### src/core/ccp_cfg.svh
`ifndef CCP_CFG_SVH
`define CCP_CFG_SVH

// register byte offsets
`define CCP_OFF_CTRL 8'h00
`define CCP_OFF_CAP_LO 8'h04
`define CCP_OFF_CAP_HI 8'h08
`define CCP_OFF_STATUS 8'h0c
`define CCP_OFF_T1_CNT 8'h10
`define CCP_OFF_T1_CTL 8'h14
`define CCP_OFF_T2_CNT 8'h18
`define CCP_OFF_PERIOD 8'h1c
`define CCP_OFF_T2_CTL 8'h20
`define CCP_OFF_PIN 8'h24

// field positions
`define CCP_BYTE 7:0
`define CCP_HALF 15:0
`define CCP_CTRL_BITS 5:0
`define CCP_CTRL_MODE 3:0
`define CCP_CTRL_DLSB 5:4
`define CCP_ST_FLAG 0
`define CCP_ST_T1OV 1
`define CCP_TC_ON 0
`define CCP_TC_PS 2:1
`define CCP_PIN_DIR 0
`define CCP_PIN_DATA 1
`define CCP_PIN_LVL 2

// mode field codes
`define CCP_M_OFF 4'h0
`define CCP_M_CMP_TOG 4'h2
`define CCP_M_CAP_FALL 4'h4
`define CCP_M_CAP_RISE 4'h5
`define CCP_M_CAP_4TH 4'h6
`define CCP_M_CAP_16TH 4'h7
`define CCP_M_CMP_SET 4'h8
`define CCP_M_CMP_CLR 4'h9
`define CCP_M_CMP_SWI 4'ha
`define CCP_M_CMP_SPEC 4'hb
`define CCP_M_PWM_GRP 2'h3

// capture prescaler terminal counts
`define CCP_CAP4_LAST 2'h3
`define CCP_CAP16_LAST 4'hf

// first timer prescale terminal counts (1, 2, 4, 8)
`define CCP_T1_LIM1 3'h0
`define CCP_T1_LIM2 3'h1
`define CCP_T1_LIM4 3'h3
`define CCP_T1_LIM8 3'h7
`define CCP_T1_MAX 16'hffff

// second timer: 4 clocks per step times prescale 1, 4, 16
`define CCP_T2_PS1 2'h0
`define CCP_T2_PS4 2'h1
`define CCP_T2_LIM1 6'h03
`define CCP_T2_LIM4 6'h0f
`define CCP_T2_LIM16 6'h3f

`define CCP_DIR_RST 1'b1
`define CCP_RESP_OKAY 2'h0
`define CCP_RESP_SLVERR 2'h2

`endif

### src/core/ccp_pkg.sv
package ccp_pkg;

   typedef enum {
      ccp_r_ctrl, ccp_r_cap_lo, ccp_r_cap_hi, ccp_r_status, ccp_r_t1_cnt,
      ccp_r_t1_ctl, ccp_r_t2_cnt, ccp_r_period, ccp_r_t2_ctl, ccp_r_pin, ccp_r_none
   } ccp_reg_t;

   typedef struct packed {
      logic [5:0] pre;
      logic [7:0] cnt;
   } ccp_t2_st_t;

   typedef struct packed {
      logic aw_have;
      logic [7:0] aw_addr;
      logic w_have;
      logic [31:0] w_data;
      logic [3:0] w_strb;
      logic awready;
      logic wready;
      logic bvalid;
      logic [1:0] bresp;
      logic arready;
      logic rvalid;
      logic [1:0] rresp;
      logic [31:0] rdata;
      logic [5:0] ctrl;
      logic [7:0] lo;
      logic [7:0] hi;
      logic flag;
      logic t1ov;
      logic [15:0] t1;
      logic t1_on;
      logic [1:0] t1_ps;
      logic [2:0] t1_pre;
      logic [7:0] period;
      logic t2_on;
      logic [1:0] t2_ps;
      logic dir;
      logic port_data;
      logic sync1;
      logic sync2;
      logic lvl_prev;
      logic [3:0] cap_cnt;
      logic cmp_latch;
      logic [1:0] duty_lsb;
      logic pwm_lvl;
      logic trig;
      logic conv;
      logic pin_out;
      logic pin_oe;
   } ccp_st_t;

endpackage : ccp_pkg

### src/core/ccp_second_timer_count.sv
`timescale 1ns/10ps
`include "ccp_cfg.svh"
module ccp_second_timer_count
   import ccp_pkg::*;
(
   input wire logic aclk,
   input wire logic aresetn,
   input wire logic on,
   input wire logic [1:0] ps,
   input wire logic [7:0] period,
   output logic [7:0] count,
   output logic [9:0] tbase_nxt,
   output logic period_end
);

   ccp_t2_st_t q;
   ccp_t2_st_t d;
   logic [5:0] lim;
   logic tick;

   always_comb begin
      d = q;
      unique case (ps)
         `CCP_T2_PS1: lim = `CCP_T2_LIM1;
         `CCP_T2_PS4: lim = `CCP_T2_LIM4;
         default: lim = `CCP_T2_LIM16;
      endcase
      tick = on && (q.pre == lim);
      period_end = tick && (q.cnt == period);
      // off holds the count where it stands
      if (on) begin
         d.pre = tick ? '0 : q.pre + 6'h01;
      end
      if (tick) begin
         d.cnt = period_end ? '0 : q.cnt + 8'h01;
      end
      // two low time-base bits follow the prescale in use
      unique case (ps)
         `CCP_T2_PS1: tbase_nxt = {d.cnt, d.pre[1:0]};
         `CCP_T2_PS4: tbase_nxt = {d.cnt, d.pre[3:2]};
         default: tbase_nxt = {d.cnt, d.pre[5:4]};
      endcase
   end

   always_ff @(posedge aclk) begin
      if (!aresetn) begin
         q <= '0;
      end else begin
         q <= d;
      end
   end

   assign count = q.cnt;

endmodule : ccp_second_timer_count

### src/core/ccp_unit.sv
// Implementation choices: the AXI4-Lite register port and the address map.
`timescale 1ns/10ps
`include "ccp_cfg.svh"
// Overview of operation
// - capture event copies 16-bit first timer
// - mode picks falling, rising, 4th, 16th
// - captures set sticky flag; software clears
// - newer capture overwrites unread older value
// - own driven pin level feeds detector
// - prescaler cleared when off, non-capture, reset
// - capture-to-capture switch keeps prescaler count
// - compare every cycle; act and flag
// - clearing control forces compare latch low
// - code 1010 flags only, pin untouched
// - code 1011 resets timer, starts conversion
// - trigger with match; reset next tick
// - trigger reset never sets overflow flag
// - match removed before tick cancels reset
// - clearing control releases pin from pwm
// - period is (period+1)*4*prescale clocks
// - after period match clear, load, set
// - duty is low register plus control bits
// - high register read-only, shows duty used
// - pulse high duty times prescale clocks
// - pin low when time base equals duty
// - duty beyond period leaves pin unchanged
module ccp_unit
   import ccp_pkg::*;
(
   input wire logic aclk,
   input wire logic aresetn,
   input wire logic [7:0] awaddr,
   input wire logic awvalid,
   output logic awready,
   input wire logic [31:0] wdata,
   input wire logic [3:0] wstrb,
   input wire logic wvalid,
   output logic wready,
   output logic [1:0] bresp,
   output logic bvalid,
   input wire logic bready,
   input wire logic [7:0] araddr,
   input wire logic arvalid,
   output logic arready,
   output logic [31:0] rdata,
   output logic [1:0] rresp,
   output logic rvalid,
   input wire logic rready,
   input wire logic pin_in,
   output logic pin_out,
   output logic pin_oe,
   input wire logic adc_enable,
   output logic special_trigger,
   output logic conv_start,
   output logic unit_request_flag
);

   localparam ccp_st_t ST_RST = '{dir: `CCP_DIR_RST, default: '0};

   ccp_st_t q;
   ccp_st_t d;
   logic [7:0] t2_cnt;
   logic [9:0] t2_tbase_nxt;
   logic t2_end;

   function automatic ccp_reg_t dec(input logic [7:0] a);
      ccp_reg_t r;
      unique case ({a[7:2], 2'b00})
         `CCP_OFF_CTRL: r = ccp_r_ctrl;
         `CCP_OFF_CAP_LO: r = ccp_r_cap_lo;
         `CCP_OFF_CAP_HI: r = ccp_r_cap_hi;
         `CCP_OFF_STATUS: r = ccp_r_status;
         `CCP_OFF_T1_CNT: r = ccp_r_t1_cnt;
         `CCP_OFF_T1_CTL: r = ccp_r_t1_ctl;
         `CCP_OFF_T2_CNT: r = ccp_r_t2_cnt;
         `CCP_OFF_PERIOD: r = ccp_r_period;
         `CCP_OFF_T2_CTL: r = ccp_r_t2_ctl;
         `CCP_OFF_PIN: r = ccp_r_pin;
         default: r = ccp_r_none;
      endcase
      return r;
   endfunction : dec

   function automatic logic [31:0] rd_word(input ccp_st_t s, input ccp_reg_t r, input logic [7:0] t2c);
      logic [31:0] v;
      v = '0;
      unique case (r)
         ccp_r_ctrl: v[`CCP_CTRL_BITS] = s.ctrl;
         ccp_r_cap_lo: v[`CCP_BYTE] = s.lo;
         ccp_r_cap_hi: v[`CCP_BYTE] = s.hi;
         ccp_r_status: begin
            v[`CCP_ST_FLAG] = s.flag;
            v[`CCP_ST_T1OV] = s.t1ov;
         end
         ccp_r_t1_cnt: v[`CCP_HALF] = s.t1;
         ccp_r_t1_ctl: begin
            v[`CCP_TC_ON] = s.t1_on;
            v[`CCP_TC_PS] = s.t1_ps;
         end
         ccp_r_t2_cnt: v[`CCP_BYTE] = t2c;
         ccp_r_period: v[`CCP_BYTE] = s.period;
         ccp_r_t2_ctl: begin
            v[`CCP_TC_ON] = s.t2_on;
            v[`CCP_TC_PS] = s.t2_ps;
         end
         ccp_r_pin: begin
            v[`CCP_PIN_DIR] = s.dir;
            v[`CCP_PIN_DATA] = s.port_data;
            v[`CCP_PIN_LVL] = s.sync2;
         end
         ccp_r_none: v = '0;
      endcase
      return v;
   endfunction : rd_word

   function automatic logic [31:0] merge(input logic [31:0] o, input logic [31:0] n, input logic [3:0] s);
      logic [31:0] r;
      r = o;
      for (int i = 0; i < 4; i++) begin
         if (s[i]) begin
            r[i*8 +: 8] = n[i*8 +: 8];
         end
      end
      return r;
   endfunction : merge

   function automatic logic is_cap(input logic [3:0] m);
      return m inside {`CCP_M_CAP_FALL, `CCP_M_CAP_RISE, `CCP_M_CAP_4TH, `CCP_M_CAP_16TH};
   endfunction : is_cap

   function automatic logic is_cmp(input logic [3:0] m);
      return m inside {`CCP_M_CMP_TOG, `CCP_M_CMP_SET, `CCP_M_CMP_CLR, `CCP_M_CMP_SWI, `CCP_M_CMP_SPEC};
   endfunction : is_cmp

   // only these three compare codes own the pin
   function automatic logic cmp_drives(input logic [3:0] m);
      return m inside {`CCP_M_CMP_TOG, `CCP_M_CMP_SET, `CCP_M_CMP_CLR};
   endfunction : cmp_drives

   function automatic logic is_pwm(input logic [3:0] m);
      return m[3:2] == `CCP_M_PWM_GRP;
   endfunction : is_pwm

   function automatic logic [2:0] t1_lim(input logic [1:0] ps);
      logic [2:0] l;
      unique case (ps)
         2'h0: l = `CCP_T1_LIM1;
         2'h1: l = `CCP_T1_LIM2;
         2'h2: l = `CCP_T1_LIM4;
         2'h3: l = `CCP_T1_LIM8;
      endcase
      return l;
   endfunction : t1_lim

   ccp_second_timer_count u_second_timer_count (
      .aclk(aclk),
      .aresetn(aresetn),
      .on(q.t2_on),
      .ps(q.t2_ps),
      .period(q.period),
      .count(t2_cnt),
      .tbase_nxt(t2_tbase_nxt),
      .period_end(t2_end)
   );

   always_comb begin
      logic [3:0] mode;
      logic [3:0] mode_nxt;
      ccp_reg_t wsel;
      logic [31:0] wv;
      logic [31:0] wclr;
      logic do_wr;
      logic t1_tick;
      logic t1_ovf;
      logic match_cur;
      logic match_nxt;
      logic enter;
      logic lvl;
      logic rise;
      logic fall;
      logic cap_ev;
      logic [9:0] duty_new;
      mode = q.ctrl[`CCP_CTRL_MODE];
      mode_nxt = '0;
      wsel = dec(q.aw_addr);
      wv = merge(rd_word(q, wsel, t2_cnt), q.w_data, q.w_strb);
      wclr = merge('0, q.w_data, q.w_strb);
      do_wr = q.aw_have && q.w_have && !q.bvalid;
      t1_tick = q.t1_on && (q.t1_pre == t1_lim(q.t1_ps));
      t1_ovf = 1'b0;
      match_cur = q.t1 == {q.hi, q.lo};
      match_nxt = 1'b0;
      enter = 1'b0;
      lvl = 1'b0;
      rise = 1'b0;
      fall = 1'b0;
      cap_ev = 1'b0;
      duty_new = {q.lo, q.ctrl[`CCP_CTRL_DLSB]};
      d = q;

      // pin synchroniser, first stage read only by the second
      d.sync1 = pin_in;
      d.sync2 = q.sync1;

      // write channel: address and data may arrive in either order
      if (q.awready && awvalid) begin
         d.aw_have = 1'b1;
         d.aw_addr = awaddr;
      end
      if (q.wready && wvalid) begin
         d.w_have = 1'b1;
         d.w_data = wdata;
         d.w_strb = wstrb;
      end
      if (q.bvalid && bready) begin
         d.bvalid = 1'b0;
      end

      // first timer; its own update goes before software writes so a write wins
      if (!q.t1_on) begin
         d.t1_pre = '0;
      end else if (t1_tick) begin
         d.t1_pre = '0;
      end else begin
         d.t1_pre = q.t1_pre + 3'h1;
      end
      if (t1_tick) begin
         if (mode == `CCP_M_CMP_SPEC && match_cur) begin
            d.t1 = '0;
         end else begin
            d.t1 = q.t1 + 16'h0001;
            if (q.t1 == `CCP_T1_MAX) begin
               t1_ovf = 1'b1;
            end
         end
      end

      if (do_wr) begin
         d.aw_have = 1'b0;
         d.w_have = 1'b0;
         d.bvalid = 1'b1;
         d.bresp = (wsel == ccp_r_none) ? `CCP_RESP_SLVERR : `CCP_RESP_OKAY;
         unique case (wsel)
            ccp_r_ctrl: d.ctrl = wv[`CCP_CTRL_BITS];
            ccp_r_cap_lo: d.lo = wv[`CCP_BYTE];
            ccp_r_cap_hi: begin
               if (!is_pwm(mode)) begin
                  d.hi = wv[`CCP_BYTE];
               end
            end
            ccp_r_status: begin
               // write one to clear; a hardware set below still wins
               if (wclr[`CCP_ST_FLAG]) begin
                  d.flag = 1'b0;
               end
               if (wclr[`CCP_ST_T1OV]) begin
                  d.t1ov = 1'b0;
               end
            end
            ccp_r_t1_cnt: d.t1 = wv[`CCP_HALF];
            ccp_r_t1_ctl: begin
               d.t1_on = wv[`CCP_TC_ON];
               d.t1_ps = wv[`CCP_TC_PS];
            end
            ccp_r_period: d.period = wv[`CCP_BYTE];
            ccp_r_t2_ctl: begin
               d.t2_on = wv[`CCP_TC_ON];
               d.t2_ps = wv[`CCP_TC_PS];
            end
            ccp_r_pin: begin
               d.dir = wv[`CCP_PIN_DIR];
               d.port_data = wv[`CCP_PIN_DATA];
            end
            ccp_r_t2_cnt, ccp_r_none: d.bresp = d.bresp;
         endcase
      end
      // overflow in the cycle of its clear still sets the flag
      if (t1_ovf) begin
         d.t1ov = 1'b1;
      end
      mode_nxt = d.ctrl[`CCP_CTRL_MODE];

      // an output pin is observed through its own drive
      lvl = q.dir ? q.sync2 : q.pin_out;
      rise = lvl && !q.lvl_prev;
      fall = !lvl && q.lvl_prev;
      d.lvl_prev = lvl;

      // switching between capture codes keeps the count, so a stray event can follow
      if (!is_cap(mode)) begin
         d.cap_cnt = '0;
      end else if (rise) begin
         d.cap_cnt = q.cap_cnt + 4'h1;
      end
      unique case (mode)
         `CCP_M_CAP_FALL: cap_ev = fall;
         `CCP_M_CAP_RISE: cap_ev = rise;
         `CCP_M_CAP_4TH: cap_ev = rise && (q.cap_cnt[1:0] == `CCP_CAP4_LAST);
         `CCP_M_CAP_16TH: cap_ev = rise && (q.cap_cnt == `CCP_CAP16_LAST);
         default: cap_ev = 1'b0;
      endcase
      if (cap_ev) begin
         // capture wins over a software write in the same cycle
         d.lo = q.t1[7:0];
         d.hi = q.t1[15:8];
         d.flag = 1'b1;
      end

      // compare acts once, on entry into the match
      match_nxt = d.t1 == {d.hi, d.lo};
      enter = match_nxt && !match_cur;
      d.trig = 1'b0;
      if (is_cmp(mode) && enter) begin
         d.flag = 1'b1;
         unique case (mode)
            `CCP_M_CMP_TOG: d.cmp_latch = !q.cmp_latch;
            `CCP_M_CMP_SET: d.cmp_latch = 1'b1;
            `CCP_M_CMP_CLR: d.cmp_latch = 1'b0;
            `CCP_M_CMP_SPEC: d.trig = 1'b1;
            default: d.cmp_latch = q.cmp_latch;
         endcase
      end
      d.conv = d.trig && adc_enable;
      if (mode_nxt == `CCP_M_OFF) begin
         d.cmp_latch = 1'b0;
      end

      // pwm: period end reloads duty, time-base match ends the pulse
      if (!is_pwm(mode)) begin
         d.pwm_lvl = 1'b0;
      end else if (t2_end) begin
         d.hi = duty_new[9:2];
         d.duty_lsb = duty_new[1:0];
         d.pwm_lvl = duty_new != '0;
      end else if (t2_tbase_nxt == {q.hi, q.duty_lsb}) begin
         d.pwm_lvl = 1'b0;
      end

      // pin mux; off or a non-driving code hands the pin back to the port latch
      if (is_pwm(mode_nxt)) begin
         d.pin_out = d.pwm_lvl;
      end else if (cmp_drives(mode_nxt)) begin
         d.pin_out = d.cmp_latch;
      end else begin
         d.pin_out = d.port_data;
      end
      d.pin_oe = !d.dir;

      // read channel
      if (q.rvalid && rready) begin
         d.rvalid = 1'b0;
      end
      if (q.arready && arvalid) begin
         d.rvalid = 1'b1;
         d.rdata = rd_word(q, dec(araddr), t2_cnt);
         d.rresp = (dec(araddr) == ccp_r_none) ? `CCP_RESP_SLVERR : `CCP_RESP_OKAY;
      end
      d.arready = !d.rvalid;
      d.awready = !d.aw_have;
      d.wready = !d.w_have;
   end

   always_ff @(posedge aclk) begin
      if (!aresetn) begin
         q <= ST_RST;
      end else begin
         q <= d;
      end
   end

   assign awready = q.awready;
   assign wready = q.wready;
   assign bvalid = q.bvalid;
   assign bresp = q.bresp;
   assign arready = q.arready;
   assign rvalid = q.rvalid;
   assign rdata = q.rdata;
   assign rresp = q.rresp;
   assign pin_out = q.pin_out;
   assign pin_oe = q.pin_oe;
   assign special_trigger = q.trig;
   assign conv_start = q.conv;
   assign unit_request_flag = q.flag;

endmodule : ccp_unit

### config.mk
export PLATFORM = sky130hd
export DESIGN_NAME = ccp_unit
export DESIGN_NICKNAME = d
export VERILOG_FILES = /design/src/core/ccp_pkg.sv /design/src/core/ccp_second_timer_count.sv /design/src/core/ccp_unit.sv
export VERILOG_INCLUDE_DIRS = /design/src /design/src/core
export SDC_FILE = /design/constraint.sdc
export NUM_CORES = 1
export LEC_CHECK = 0
export ABC_AREA = 1
export BUFFER_PORTS_ARGS = -buffer_cell sky130_fd_sc_hd__clkbuf_2
export CORE_ASPECT_RATIO = 1.2
export CORE_MARGIN = 2
export CORE_UTILIZATION = 24
export DETAILED_ROUTE_END_ITERATION = 8
export PLACE_DENSITY_LB_ADDON = 0.2
export SLEW_MARGIN = 10
export SYNTH_ARGS = -nofsm -noshare
export SYNTH_HDL_FRONTEND = slang
export SYNTH_SLANG_ARGS = --single-unit
### constraint.sdc
create_clock -name aclk -period 3.8 [get_ports aclk]
set_input_delay 0.38 -clock aclk [delete_from_list [all_inputs] [get_ports aclk]]
set_output_delay 0.38 -clock aclk [all_outputs]
set_load 0.02 [all_outputs]
==> qor.yml <==
clocking:
  cts_setup_buffers: 0
  clk_pin_slew_ps: 70
  cts_hold_buf: 0
  cts_resized: 0
  clock_sinks: 137
  cts-root-buf: "clkbuf_16"
  cts.path.max_buffers: 2
  clk-insertion-delay-late_ps: 450
  cts_buffers: 17
  cts_tree: "built"
  htree_levels: 4
detailed_routing:
  wire_per_inst_microns: 18.2
  drtAntennaViolNets: 0
  via_per_inst: 4.79
  drtIter0Drc: 700
  num_vias: 8993
  wl_microns: 34100
  firstDrtPassIters: 5
  drc: 0
final_layout:
  areaGrowthSynthToFinish_pct: 16.0
  regArea_sq_um: 2740
  layout_commonest_cell: "nand2_1"
  insertedDiodeCount: 0
  fin_nets: 1469
  final_util_pct: 28.4
  fillers: 3971
  multi_input_area_sq_um: 4800
  drive_above_1_share_pct: 14.1
  final_cell_mix: "283 x nand2_1, 192 x nor2_1, 156 x inv_1"
logic_synthesis:
  async_reset_ff_share_pct: 0
  yosysUniqueCellTypes: 51
  synth_top_area_cell: "dfxtp_1"
  synth.area.top_cells: "dfxtp_1 32%, nand2_1 12%, nor2_1 8.4%"
  synthCells: 1346
  synth-simple-area-share_pct: 36.2
  synthAdderAreaFrac_pct: 0.729
  syn_area_sq_um: 8580
  yosysTopAreaCellShare_pct: 31.9
  yosysSeqAreaShare_pct: 31.9
  synthMuxAreaShare_pct: 0
  synth_edf_count: 0
  synth_top_family_by_area: "simple AND/OR/NAND/NOR gates"
  avgSynthCellArea_sq_um: 6.38
  synthXorXnorAreaFrac_pct: 1.63
  ys_warn_count: 0
  ys_ff_latch: 137
  ys.flop_type: "dfxtp_1"
  synth-compound-area-share_pct: 16.6
global_route:
  gr-usage-all-layers_pct: 18.6
  grt_pass1_wl_microns: 51500
  grt_pass1_vias: 8505
  grt_overflow: 0
  grt_max_degree: 69
  antenna_found_initial: 0
sta:
  min_period_over_period_pct: 87.3
  setup_tns_ps: 0
  period_needed_ps: 3320
  finalHoldViolations: 0
  rsz0062_at_grt: "no"
  clock_skew_ps: 17.4
  worstMarginPinSlew_ps: 906
  slew_headroom_pct: 39.5
  fmax_ghz: 0.302
  drv_slew: 0
  finalSetupViolCount: 0
power_and_ir_drop:
  ir_drop_v: 0.000300
  leakagePower_nw: 4.30
  pwr_density_cell_nw_per_um2: 375
worst_setup_path:
  cp-start-kind: "flop"
  timing.critical_path.mode_cell: "nand2_1"
  cpMaxStageDelayCell: "inv_1"
  worst-path-max-fanout: 13
  cp_top_family: "simple AND/OR/NAND/NOR gates"
  cp_data_arrival_time_ps: 3660
  criticalPathCategory: "reg2reg"
  cp_num_buf_inv: 3
  path_cells: "inv_1, a21oi_1, nor3_1, nand2_1, inv_1, nand3_2, inv_1, nor2_1, nand2_1, o21ai_1, xor2_1, nor3_1, nand3_1, nand2_1, a21oi_1, nand2_1, nand2_1"
  worstPathRequired_ps: 4140
  critical_path.max_stage_delay_ps: 450
  crit_path_end_kind: "flop"
min_path:
  hp-class: "in2reg"
flow_run:
  maxCapViolCount: 0
floorplanning:
  die_area_sq_um: 37300
  io_pins: 107
  die_w_microns: 177
  row_count: 75
  core_region_area_sq_um: 35100
  initial_core_util_pct: 24.5
  die_y_microns: 211
placement:
  io_buffers: 66
  dp_hpwl_microns: 26300
  place_congestion: 0.936
outcome:
  status: "complete, no violations"
## sequential cells by signal, summed over array words and instances, names as in the netlist
signal,flops
d,1
rresp,1
conv_start,1
bresp,1
arready,1
rdata,16
q,94
rvalid,1
u_second_timer_count.count,8
bvalid,1
u_second_timer_count.q,6
special_trigger,1
wready,1
pin_oe,1
unit_request_flag,1
awready,1
pin_out,1
## Yosys cell counts (4+ instances only)
library cell    n
or2_2           7
nand4_1        41
inv_2           8
buf_4          39
a21oi_1        87
a21oi_2         5
clkbuf_1       27
nand3_1        88
nand3b_1        4
ha_1            5
inv_1         156
a221oi_1        6
dfxtp_1       137
xor2_1         13
nor4_1          6
nor3_1         16
nand2_1       283
nand2_2        11
nor2_1        192
buf_2           6
nor2_4          8
nand3_2         9
o21ai_0       108
o21ai_1        13
o22ai_1        18
buf_6           4
nor2_2         12
## cells by family (layout without fill, tap and decap cells)
family	after synthesis	count (layout)
adders and majority gates	5	5
xor gates and xnor gates	16	16
and+or+nand+nor	686	686
DFF	137	137
AOI/OAI and AO/OA	257	257
other	1	18
buffers and inverters	244	297
## report_power, final
group | internal [mW] | total, mW | leakage (nW) | switching, mW
Combinational | 0.0987 | 0.367 | 2.89 | 0.269
Clock | 1.12 | 1.86 | 0.301 | 0.737
Sequential | 1.48 | 1.51 | 1.11 | 0.0317
## routing by layer
layer,track usage (%),part of all wire (%),vias to the layer above
li1,-,-,4481
met4,9.18,4.6,0
met3,2.79,4.2,84
met2,32.6,49,295
met1,22.1,42,4133
met5,0,0,-
## through the flow
stage	std cells	area, sq um	worst slack, ps	hold WS [ps]	total power, mW
4_1_cts	1878	9960	503	129	3.78
2_1_floorplan	1363	8650	1560	390	1.80
3_5_place_dp	1846	9320	534	419	1.91
6_report	1878	9960	484	132	3.74
3_3_place_gp	1846	9320	561	416	1.91
5_1_grt	1878	9960	173	142	3.88
## layout make-up
type	instances	area share, %
inverter	167	6.31
timing repair buffer	98	5.73
clock buffer	19	4.45
tap	462	5.81
sequential	137	27.5
clock inverter	13	1.92
multi-input combinational	982	48.2
## worst reg2reg max path: cells and delay by family (launching register included)
family	cells	cell delay (ps)
simple gates	10	1480
xor+xnor	1	170
buf+inv	3	910
compound gates	3	270
flops	1	360
## final timing paths
kind	end	startpoint	slack, ps	cells past startpoint
setup / recovery	pin_out$_SDFF_PN0_	q[18]$_SDFFE_PN0P_	480	17
hold / removal	d[13]$_SDFF_PN0_	pin_in	130	3
setup reg to reg	pin_out$_SDFF_PN0_	q[18]$_SDFFE_PN0P_	480	17
hold reg to reg	q[13]$_SDFF_PN0_	d[13]$_SDFF_PN0_	420	2
Power figures use the tool's default switching activity.
